===== config.mk =====
export PLATFORM = sky130hd
export DESIGN_NAME = swurc_top
export DESIGN_NICKNAME = d
export VERILOG_FILES = /design/src/swurc_crc8.v /design/src/swurc_buf2.v /design/src/swurc_top.v
export VERILOG_INCLUDE_DIRS = /design/src /design/src/src
export SDC_FILE = /design/constraint.sdc
export NUM_CORES = 1
export LEC_CHECK = 0
export BUFFER_PORTS_ARGS = -buffer_cell sky130_fd_sc_hd__clkbuf_2
export CAP_MARGIN = 5
export CORE_ASPECT_RATIO = 0.5
export CORE_MARGIN = 3
export CORE_UTILIZATION = 45
export CTS_BUF_LIST = sky130_fd_sc_hd__clkbuf_8
export DETAILED_ROUTE_END_ITERATION = 12
export SLEW_MARGIN = 20
export SYNTH_ARGS = -nofsm -noshare
export SYNTH_HDL_FRONTEND = slang
export SYNTH_SLANG_ARGS = --single-unit

===== constraint.sdc =====
create_clock -name CLK_I -period 9 [get_ports CLK_I]
set_input_delay 1.35 -clock CLK_I [delete_from_list [all_inputs] [get_ports CLK_I]]
set_output_delay 1.35 -clock CLK_I [all_outputs]
set_load 0.005 [all_outputs]

===== src/swurc_consts.vh =====
// swurc_consts.vh: constants for the single wire uart read/crc slave
// assumes a 25 MHz system clock and a host uart framing 8N1
`ifndef SWURC_CONSTS_VH
`define SWURC_CONSTS_VH

// datagram layout
`define SWURC_RW_BIT 3'h7
`define SWURC_LAST_RD 3'h3
`define SWURC_LAST_WR 3'h7
`define SWURC_REPLY_SYNC 8'h05
`define SWURC_REPLY_ADDR 8'hFF
// receive state right after the sync measurement (bits 0..2 known)
`define SWURC_SYNC_BYTE 8'hA0
`define SWURC_SYNC_CRC 8'h07
`define SWURC_SYNC_SLOT 4'h4
`define SWURC_STOP_SLOT 4'h9
// timing, in bit times or clock cycles
`define SWURC_GLITCH_CYC 22'h00_0010
`define SWURC_MIN_BT 16'h0010
`define SWURC_RESET_BT 16'h0010
`define SWURC_SYNC_MAX 22'h00_4000
`define SWURC_GAP_BITS 22'h00_003F
`define SWURC_IDLE_BITS 22'h00_000C
`define SWURC_HOLD_BITS 8'h04
`define SWURC_DELAY_BASE 8'h09

`endif


===== src/swurc_crc8.v =====
// swurc_crc8.v: one serial step of the datagram crc
// assumes the caller holds the crc register and feeds one bit per step
`timescale 1ns/10ps

module swurc_crc8 (
  // running value and incoming bit
  input wire [7:0] crc_i,
  input wire bit_i,
  // updated value
  output wire [7:0] crc_o
);

  // serial crc step
  // shift left, new low bit from taps 7, 1, 0 and the data bit
  assign crc_o = {crc_i[6:0], crc_i[7] ^ crc_i[1] ^ crc_i[0] ^ bit_i};

endmodule


===== src/swurc_buf2.v =====
// swurc_buf2.v: two-entry valid/ready buffer, all outputs registered
// assumes source and sink share the clock and the synchronous reset
`timescale 1ns/10ps

module swurc_buf2 #(
  parameter W = 39
) (
  // clock and reset
  input wire clk_i,
  input wire rstn_i,
  // filling side
  input wire in_valid_i,
  input wire [W-1:0] in_data_i,
  output reg in_ready_o,
  // draining side
  output reg out_valid_o,
  output reg [W-1:0] out_data_o,
  input wire out_ready_i
);

  reg skid_valid;
  reg [W-1:0] skid_data;
  wire push;
  wire pop;

  assign push = in_valid_i & in_ready_o;
  assign pop = out_valid_o & out_ready_i;

  // head register plus skid entry; ready drops when both hold data
  always @(posedge clk_i)
  begin
    if (!rstn_i)
    begin
      out_valid_o <= 1'b0;
      out_data_o <= {W{1'b0}};
      skid_valid <= 1'b0;
      skid_data <= {W{1'b0}};
      in_ready_o <= 1'b1;
    end
    else
    begin
      if (!out_valid_o || pop)
      begin
        if (skid_valid)
        begin
          out_valid_o <= 1'b1;
          out_data_o <= skid_data;
          skid_valid <= push;
          skid_data <= in_data_i;
          in_ready_o <= !push;
        end
        else
        begin
          out_valid_o <= push;
          if (push)
            out_data_o <= in_data_i;
          in_ready_o <= 1'b1;
        end
      end
      else if (push)
      begin
        skid_valid <= 1'b1;
        skid_data <= in_data_i;
        in_ready_o <= 1'b0;
      end
    end
  end

endmodule


===== src/swurc_top.v =====
// swurc_top.v: single wire uart slave, read reply with crc
// assumes a host uart mastering the shared line and a register file
// outside that answers a read address on RD_DATA_I within the delay
`timescale 1ns/10ps
`include "swurc_consts.vh"

module swurc_top (
  // clock and reset
  input wire CLK_I,
  input wire RSTN_I,
  // shared serial pin, split
  input wire SHARED_SERIAL_LINE_I,
  output reg SHARED_SERIAL_LINE_O,
  output reg SHARED_SERIAL_LINE_OE_O,
  // address straps and reply delay
  input wire ADDR_SELECT_BIT0_I,
  input wire ADDR_SELECT_BIT1_I,
  input wire [3:0] REPLY_DELAY_SETTING_I,
  // read request to the register file
  output reg RD_REQ_O,
  output reg [6:0] RD_ADDR_O,
  input wire [31:0] RD_DATA_I,
  // accepted write datagrams
  output wire WR_VALID_O,
  output wire [6:0] WR_ADDR_O,
  output wire [31:0] WR_DATA_O,
  input wire WR_READY_I,
  // datagram counter
  output reg [7:0] DGRAM_CNT_O
);

  // one-hot states
  localparam [7:0] ST_ERRW = 8'h01;
  localparam [7:0] ST_IDLE = 8'h02;
  localparam [7:0] ST_SYNC = 8'h04;
  localparam [7:0] ST_BITS = 8'h08;
  localparam [7:0] ST_GAP = 8'h10;
  localparam [7:0] ST_TDLY = 8'h20;
  localparam [7:0] ST_TX = 8'h40;
  localparam [7:0] ST_HOLD = 8'h80;

  reg [7:0] state;
  reg [2:0] line_sync;
  reg line_f;
  reg line_prev;
  reg [2:0] a0_sync;
  reg [2:0] a1_sync;
  reg [1:0] node_address;
  reg [15:0] bt;
  reg [15:0] ph;
  reg [21:0] cnt;
  reg fe_seen;
  reg [3:0] bitn;
  reg [2:0] byten;
  reg [7:0] rxb;
  reg [7:0] crc;
  reg [7:0] crc_st;
  reg is_wr;
  reg addr_ok;
  reg [31:0] wdata;
  reg [7:0] dcnt;
  reg [55:0] txsh;
  reg push;
  reg [38:0] push_data;
  reg was_errw;

  wire fall;
  wire rise;
  wire tick;
  wire [21:0] bt22;
  wire [21:0] gap_lim;
  wire [21:0] idle_lim;
  wire crc_bit;
  wire [7:0] next_crc;
  wire buf_ready;
  wire last_byte;
  wire [21:0] sync_len;

  assign fall = line_prev & ~line_f;
  assign rise = ~line_prev & line_f;
  assign tick = (ph == bt - 16'h0001);
  assign bt22 = {6'h00, bt};
  assign gap_lim = bt22 * `SWURC_GAP_BITS;
  assign idle_lim = bt22 * `SWURC_IDLE_BITS;
  // cycles from start edge, counting the detect cycle itself
  assign sync_len = cnt + 22'h00_0001;
  assign last_byte = (byten == `SWURC_LAST_RD && !is_wr) || byten == `SWURC_LAST_WR;

  assign crc_bit = (state == ST_TX) ? txsh[0] : line_f;

  // shared serial crc step for receive and transmit
  swurc_crc8 u_crc (
    .crc_i(crc),
    .bit_i(crc_bit),
    .crc_o(next_crc)
  );

  // write datagram queue toward the register file
  swurc_buf2 #(
    .W(39)
  ) u_buf (
    .clk_i(CLK_I),
    .rstn_i(RSTN_I),
    .in_valid_i(push),
    .in_data_i(push_data),
    .in_ready_o(buf_ready),
    .out_valid_o(WR_VALID_O),
    .out_data_o({WR_ADDR_O, WR_DATA_O}),
    .out_ready_i(WR_READY_I)
  );

  // pin synchronisers: a level counts once stages two and three agree
  always @(posedge CLK_I)
  begin
    if (!RSTN_I)
    begin
      line_sync <= 3'h7;
      line_f <= 1'b1;
      line_prev <= 1'b1;
      a0_sync <= 3'h0;
      a1_sync <= 3'h0;
      node_address <= 2'h0;
    end
    else
    begin
      line_sync <= {line_sync[1:0], SHARED_SERIAL_LINE_I};
      a0_sync <= {a0_sync[1:0], ADDR_SELECT_BIT0_I};
      a1_sync <= {a1_sync[1:0], ADDR_SELECT_BIT1_I};
      line_prev <= line_f;
      if (line_sync[1] == line_sync[2])
        line_f <= line_sync[2];
      if (a0_sync[1] == a0_sync[2])
        node_address[0] <= a0_sync[2];
      if (a1_sync[1] == a1_sync[2])
        node_address[1] <= a1_sync[2];
    end
  end

  // receive, reply delay and transmit sequencer
  always @(posedge CLK_I)
  begin
    if (!RSTN_I)
    begin
      state <= ST_ERRW;
      bt <= `SWURC_RESET_BT;
      ph <= 16'h0000;
      cnt <= 22'h00_0000;
      fe_seen <= 1'b0;
      bitn <= 4'h0;
      byten <= 3'h0;
      rxb <= 8'h00;
      crc <= 8'h00;
      crc_st <= 8'h00;
      is_wr <= 1'b0;
      addr_ok <= 1'b0;
      wdata <= 32'h0000_0000;
      dcnt <= 8'h00;
      txsh <= 56'h0;
      push <= 1'b0;
      push_data <= 39'h0;
      was_errw <= 1'b0;
      RD_REQ_O <= 1'b0;
      RD_ADDR_O <= 7'h00;
      DGRAM_CNT_O <= 8'h00;
      SHARED_SERIAL_LINE_O <= 1'b1;
      SHARED_SERIAL_LINE_OE_O <= 1'b0;
    end
    else
    begin
      push <= 1'b0;
      RD_REQ_O <= 1'b0;
      was_errw <= (state == ST_ERRW);
      // bit phase runs in every timed state
      ph <= tick ? 16'h0000 : ph + 16'h0001;
      case (state)
        ST_ERRW:
        begin
          // idle count restarts on entry and whenever the line drops
          cnt <= (line_f && was_errw) ? cnt + 22'h00_0001 : 22'h00_0000;
          if (line_f && was_errw && cnt >= idle_lim)
            state <= ST_IDLE;
        end
        ST_IDLE:
        begin
          cnt <= 22'h00_0000;
          fe_seen <= 1'b0;
          if (fall)
            state <= ST_SYNC;
        end
        ST_SYNC:
        begin
          cnt <= cnt + 22'h00_0001;
          if (rise && sync_len < `SWURC_GLITCH_CYC)
            state <= ST_ERRW;
          else if (cnt >= `SWURC_SYNC_MAX)
            state <= ST_ERRW;
          else if (fall && !fe_seen)
            fe_seen <= 1'b1;
          else if (fall)
          begin
            // start edge to sync bit 3 edge spans four bit times
            bt <= sync_len[17:2];
            if (sync_len[17:2] < `SWURC_MIN_BT)
              state <= ST_ERRW;
            else
            begin
              ph <= {1'b0, sync_len[17:3]};
              bitn <= `SWURC_SYNC_SLOT;
              byten <= 3'h0;
              rxb <= `SWURC_SYNC_BYTE;
              crc <= `SWURC_SYNC_CRC;
              is_wr <= 1'b0;
              addr_ok <= 1'b0;
              state <= ST_BITS;
            end
          end
        end
        // sample each slot mid-bit; cnt keeps timing from the start edge
        ST_BITS:
        begin
          cnt <= cnt + 22'h00_0001;
          if (tick)
          begin
            if (bitn == 4'h0)
            begin
              crc_st <= crc;
              bitn <= 4'h1;
              if (line_f)
                state <= ST_ERRW;
            end
            else if (bitn != `SWURC_STOP_SLOT)
            begin
              rxb <= {line_f, rxb[7:1]};
              crc <= next_crc;
              bitn <= bitn + 4'h1;
            end
            else if (!line_f)
              state <= ST_ERRW;
            else
            begin
              if (byten == 3'h1)
                addr_ok <= (rxb == {6'h00, node_address});
              if (byten == 3'h2)
              begin
                is_wr <= rxb[`SWURC_RW_BIT];
                RD_ADDR_O <= rxb[6:0];
              end
              if (is_wr && byten >= 3'h3)
                wdata <= {wdata[23:0], rxb};
              if (!last_byte)
              begin
                byten <= byten + 3'h1;
                state <= ST_GAP;
              end
              else if (rxb != crc_st)
                state <= ST_ERRW;
              else if (!addr_ok)
                state <= ST_IDLE;
              else if (is_wr)
              begin
                push <= buf_ready;
                push_data <= {RD_ADDR_O, wdata};
                if (buf_ready)
                  DGRAM_CNT_O <= DGRAM_CNT_O + 8'h01;
                state <= ST_IDLE;
              end
              else
              begin
                RD_REQ_O <= 1'b1;
                ph <= {1'b0, bt[15:1]};
                dcnt <= {1'b0, REPLY_DELAY_SETTING_I, 3'h0} + `SWURC_DELAY_BASE;
                state <= ST_TDLY;
              end
            end
          end
        end
        ST_GAP:
        begin
          cnt <= cnt + 22'h00_0001;
          if (cnt > gap_lim)
            state <= ST_ERRW;
          else if (fall)
          begin
            cnt <= 22'h00_0000;
            ph <= {1'b0, bt[15:1]};
            bitn <= 4'h0;
            state <= ST_BITS;
          end
        end
        // reply delay, then load the reply frame
        ST_TDLY:
        begin
          if (tick)
          begin
            dcnt <= dcnt - 8'h01;
            if (dcnt == 8'h01)
            begin
              txsh <= {RD_DATA_I[7:0], RD_DATA_I[15:8], RD_DATA_I[23:16],
                RD_DATA_I[31:24], 1'b0, RD_ADDR_O, `SWURC_REPLY_ADDR, `SWURC_REPLY_SYNC};
              crc <= 8'h00;
              bitn <= 4'h0;
              byten <= 3'h0;
              SHARED_SERIAL_LINE_OE_O <= 1'b1;
              SHARED_SERIAL_LINE_O <= 1'b0;
              state <= ST_TX;
            end
          end
        end
        ST_TX:
        begin
          if (tick)
          begin
            bitn <= bitn + 4'h1;
            if (bitn < 4'h8)
            begin
              SHARED_SERIAL_LINE_O <= txsh[0];
              txsh <= {1'b0, txsh[55:1]};
              crc <= next_crc;
            end
            else if (bitn == 4'h8)
              SHARED_SERIAL_LINE_O <= 1'b1;
            else if (byten == `SWURC_LAST_WR)
            begin
              dcnt <= `SWURC_HOLD_BITS;
              state <= ST_HOLD;
            end
            else
            begin
              bitn <= 4'h0;
              byten <= byten + 3'h1;
              SHARED_SERIAL_LINE_O <= 1'b0;
              if (byten == 3'h6)
                txsh <= {48'h0, crc};
            end
          end
        end
        ST_HOLD:
        begin
          if (tick)
          begin
            dcnt <= dcnt - 8'h01;
            if (dcnt == 8'h01)
            begin
              SHARED_SERIAL_LINE_OE_O <= 1'b0;
              SHARED_SERIAL_LINE_O <= 1'b1;
              state <= ST_IDLE;
            end
          end
        end
        default:
          state <= ST_ERRW;
      endcase
    end
  end

endmodule


# Word-level counts from Yosys, hierarchy flattened

Cells that the tools add are included.

Memories kept: 0
Input port bits: 42
Bits in writable memories: 0
Output and inout port bits: 58
Register bits: 345
Bits in latches: 0
Memory bits (read-only): 0

Eq/ne operators: 66
Bitwise gates (word level): 21
Mux-type cells: 170
Reductions and logical operators: 48
$add $sub $neg: 8
Shift-type cells: 0
$mul: 2
Order comparisons: 7
Div/mod/pow operators: 0

Operators with widths:

| kind                  | count |
|---|---|
| $mux 8                | 53 |
| $mux 56               | 7 |
| $mux 16               | 16 |
| $mux 39               | 4 |
| $pmux 56 s2           | 1 |
| $pmux 22 s4           | 1 |
| $mux 4                | 17 |
| $mux 22               | 3 |
| $pmux 8 s8            | 1 |
| $ne 2x2->1 const B    | 30 |
| $mux 3                | 16 |
| $pmux 16 s3           | 1 |
| $mux 1                | 35 |
| $pmux 8 s4            | 1 |
| $mux 6                | 5 |
| $reduce_and 13->1     | 2 |
| $pmux 8 s3            | 1 |
| $add 22x1->22 const B | 1 |
| $ge 22x15->1 const B  | 1 |
| $ge 22x20->1          | 1 |
| $gt 22x22->1          | 1 |
| $lt 22x5->1 const B   | 1 |
| $mul 16x6->22 const B | 1 |
| $reduce_and 11->1     | 2 |
| 63 further kinds      | 120 |

# Depth between registers and ports, before layout

Word-level depth: 12
Gate-level depth with buffers: 29
Mapped depth without buffers: 27

# Modules after synthesis

Synthesis repeated with hierarchy kept, for this count alone.

Cells, all modules: 2334
Area total of the unflattened synthesis: 20413.3 sq um

By module, submodules not included:

| module     | times used | cells each | area each (sq um) |
|---|---|---|---|
| swurc_top  | 1          | 1960       | 16778.6 |
| swurc_buf2 | 1          | 364        | 3555.9 |
| swurc_crc8 | 1          | 10         | 78.8 |

# Worst setup path before layout

No wires, ideal clock.

Kind: register to register
Start: register bt[3]
End: register bitn[3]
Stages on the path, launching flop included: 27
Path buffers: 1
Setup slack: 2.289 ns
Clock period less this slack: 6.711 ns
Data required time: 8.930 ns
Data arrival time: 6.641 ns
Path through: dfxtp_1 inv_1 fa_1 fa_1 fa_1 inv_1 ha_1 and3_1 a221oi_1 o21bai_1 a41oi_1 a2111oi_0 o21a_1 o21a_1 o41ai_1 xnor2_1 ha_1 nand4_1 nor4_1 nand2_1 nor3_1 a31oi_1 o21ai_0 clkbuf_1 nand3_2 or4_1 a21oi_1

Longest elaborated chain between the ends: 4
Elaborated cells between the ends (all ways): 9
Classes of those cells: add/sub (1); mul (1); order compare (1); eq/ne (5); reduce/logical (1)

RTL lines:

| what                                                            | RTL line                        | source |
|---|---|---|
| start, declared                                                 | swurc_top.v:49                  | `reg [15:0] bt;` |
| start signal, assigned                                          | swurc_top.v:145                 | `` bt <= `SWURC_RESET_BT; `` |
| start signal, assigned                                          | swurc_top.v:202                 | `bt <= sync_len[17:2];` |
| $mul 16x6->22 (no line) / $sub 16x1->16 (equally long branches) | n/a                             |  |
| $gt 22x22->1 / $eq 16x16->1 (equally long branches)             | swurc_top.v:280, swurc_top.v:81 |  |
| $ne 2x2->1 (no line)                                            | n/a                             |  |
| $reduce_and 13->1 (no line) *                                   | n/a                             |  |
| end signal, assigned                                            | swurc_top.v:208                 | `` bitn <= `SWURC_SYNC_SLOT; `` |
| end signal, assigned                                            | swurc_top.v:235                 | `bitn <= bitn + 4'h1;` |
| end signal, assigned                                            | swurc_top.v:313                 | `bitn <= bitn + 4'h1;` |
| end, declared                                                   | swurc_top.v:53                  | `reg [3:0] bitn;` |

Mark *: on every way between the ends. The rest lies on a longest branch, timed or not.
A chain may end at the register's enable or synchronous reset.

# Final worst setup path

Start: register bt[3]
End: register cnt[18]

Longest elaborated chain between the ends: 4

RTL lines:

| what                    | RTL line        | source |
|---|---|---|
| $mul 16x6->22 (no line) | n/a             |  |
| $gt 22x22->1            | swurc_top.v:280 | `if (cnt > gap_lim)` |
| $mux 22                 | swurc_top.v:280 |  |
| $pmux 22 s4             | swurc_top.v:175 | `case (state)` |
| end signal, assigned    | swurc_top.v:179 | `cnt <= (line_f && was_errw) ? cnt + 22'h00_0001 : 22'h00_0000;` |
| end signal, assigned    | swurc_top.v:192 | `cnt <= cnt + 22'h00_0001;` |
| end signal, assigned    | swurc_top.v:279 | `cnt <= cnt + 22'h00_0001;` |
| end, declared           | swurc_top.v:51  | `reg [21:0] cnt;` |

No other way between the ends.

==> flow_summary.json <==
{
  "crit_family": "compound AO/OA/AOI/OAI gates",
  "final-setup-viol-count": 0,
  "row_count": 53,
  "slowest_delay_ps": 670,
  "core-area_um2": 42400,
  "syn-mean-instance-area_um2": 8.20,
  "path_clk_slew_ps": 70,
  "cp-start-kind": "flip-flop",
  "grt_overflow": 0,
  "p_per_area_nw_per_um2": 139,
  "r2r_slack_ps": 1100,
  "cp.arrival_ps": 8410,
  "worst_slew_pin_slew_ps": 1030,
  "rsz0062_at_grt": "no",
  "drive_gt1_frac": 0.0965,
  "hp-class": "flip-flop to flip-flop",
  "clk_latency_ps": 610,
  "fin_area_um2": 21500,
  "slew_headroom": 0.314,
  "die_w_um": 300,
  "portBuffers": 99,
  "yosys.area.top_type": "dfxtp_1",
  "crit_type": "flip-flop to flip-flop",
  "slowest_stage": "fa_1",
  "layout_common_cells": "dfxtp_1 (343), nand2_1 (328), a21oi_1 (287)",
  "synth_seq_area_share": 0.354,
  "worstSetupStartpoint": "bt[3]",
  "grtUsageTotal": 0.216,
  "remaining_drc_errors": 0,
  "first_iter_violations": 1085,
  "cts-root-buf": "clkbuf_8",
  "yosys_warnings": 0,
  "dp_hpwl_mm": 34.4,
  "yosys_register_bits": 345,
  "drtAntennaViolNets": 0,
  "synth_cell_types": 85,
  "synthTopCellsByArea": "dfxtp_1 (35%), ha_1 (7.5%), a21oi_1 (7.4%), nand2_1 (6.3%), nor2_1 (4.9%)",
  "cts_buffers": 53,
  "htree_levels": 2,
  "vias": 16348,
  "critical_path.max_fanout": 19,
  "async_flop_share": 0,
  "vias_per_cell": 5.39,
  "required_ps": 9510,
  "finalCritPeriodShare": 0.878,
  "status": "finished, final reports clean",
  "combPwrFrac": 0.021,
  "gp_congestion": 0.908,
  "fin_setup_tns_ps": 0,
  "place_area_um2": 20400,
  "syn-cell-area_um2": 19500,
  "antenna_cells": 0,
  "path_common_cell": "fa_1",
  "p_leak_nw": 8.39,
  "final_util": 0.507,
  "swShare": 0.230,
  "final_common_cell": "dfxtp_1",
  "p_total_w": 0.00298,
  "start_util": 0.460,
  "dr.pass1.iters": 5,
  "internal_power_w": 0.00230,
  "ioPinCount": 100,
  "cap_violations": 0,
  "cts.sinks": 345,
  "vdd_drop_max_mv": 0.112,
  "period_minus_slack_ps": 7900,
  "rr_startpoint": "bt[3]",
  "holdBufCountCts": 0,
  "fmax_mhz": 127,
  "p_clk_frac": 0.464,
  "dieHeight_um": 153,
  "min-delay-start": "line_sync[0]",
  "synthCells": 2378,
  "post_cts_resized": 0,
  "seqPwrFrac": 0.514,
  "syn_nets": 2581,
  "wirelength_mm": 50.4,
  "grt_max_degree": 165,
  "synth.top_cell.area_share": 0.354,
  "drt-wirelength-per-cell_um": 16.6,
  "final_nets": 2617,
  "area_growth_pct": 10.2,
  "cp.buffers_inverters": 3,
  "die_area_um2": 46000,
  "hold_violations": 0,
  "cts_tree": "yes",
  "synth_edf_count": 0,
  "synthFlopType": "dfxtp_1",
  "grt_pass1_vias": 15383,
  "cts_setup_buffers": 0,
  "cp-end-kind": "flip-flop",
  "switching_power_w": 0.000687,
  "clock_path_buffers": 3,
  "finClkSkew_ps": 11.9,
  "grt_pass1_wl_mm": 82.5,
  "antenna_found_initial": 0,
  "drv_slew": 0
}
==> layout make-up <==
class,instances,area [um^2]
clock inverters,27,183
clock buffers,69,950
well taps,577,722
flip-flops and latches,345,6910
fillers,4177,20900
repair buffers,116,636
inverters,121,462
multi-input cells,1777,11600
==> state kept, by name (all words and copies together), names as in the netlist, 16 cells and up <==
| register | count |
|---|---|
| txsh | 56 |
| push_data | 39 |
| u_buf.out_data_o | 39 |
| u_buf.skid_data | 39 |
| wdata | 32 |
| cnt | 22 |
| bt | 16 |
| ph | 16 |
==> cells by family (layout without fill, tap and decap cells) <==
logic type      after synthesis  after routing  share of synthesized area
buf+inv                     256            333                     0.0509
xor+xnor                    110            110                     0.0494
mux                          84             84                     0.0431
fa+ha+maj                   161            161                      0.120
compound gates              535            535                      0.166
flops                       345            345                      0.354
simple gates                887            887                      0.216
==> path summary, 6_finish.rpt <==
kind	depth (start not counted)	to
worst max register to register	25	cnt[18]
worst min-delay path	1	line_sync[1]
worst max-delay path	25	cnt[18]
worst min register to register	1	line_sync[1]
==> synth_stat cells (5+ instances only) <==
cell      number
mux2i_1       84
dfxtp_1      345
nor3b_1       40
a31oi_1       11
nand2b_1      21
a21oi_1      288
or2_2          8
and2_1        16
a221oi_1       6
o21bai_1       5
a211o_1        5
nand4_1       19
a22oi_1        8
nand3b_1      11
ha_1         117
xnor2_1       57
nor2_1       256
o21ai_0       59
nand3_1       56
clkbuf_1     110
nand2_1      328
o211ai_1       5
nor4_1        11
o31ai_1        5
fa_1          44
a21boi_0       7
or4_1          5
nand4b_1       7
nor2b_1       18
and4_1         5
and3_1        19
o22ai_1       13
inv_1        120
nor3_1        37
xor2_1        53
o21a_1         7
buf_2         20
a21o_1        21
a211oi_1      52
or3_1          5
==> power by group through the flow <==
| stage | sequential (W) | combinational (W) | clock, W |
|---|---|---|---|
| 2_1_floorplan | 0.00157 | 0.0000410 | 0 |
| 3_5_place_dp | 0.00157 | 0.0000636 | 0 |
| 4_1_cts | 0.00153 | 0.0000639 | 0.00142 |
| 3_3_place_gp | 0.00157 | 0.0000638 | 0 |
| 5_1_grt | 0.00153 | 0.0000706 | 0.00150 |
| 6_report | 0.00153 | 0.0000634 | 0.00139 |
==> layer usage <==
metal  GRT usage  routed length [um]
met1       0.319               25600
met2       0.328               21700
met3      0.0392                2510
met4      0.0453                 639
met5           0                   0
==> metrics by stage <==
stage | instances | hold WS [ps] | worst slack (ps)
3_5_place_dp | 2936 | 404 | 1120
4_1_cts | 3032 | 424 | 1080
5_1_grt | 3032 | 457 | 406
2_1_floorplan | 2378 | 386 | 2290
3_3_place_gp | 2936 | 392 | 1390
6_report | 3032 | 424 | 1100
No activity file was read; power rests on OpenSTA's default activity.
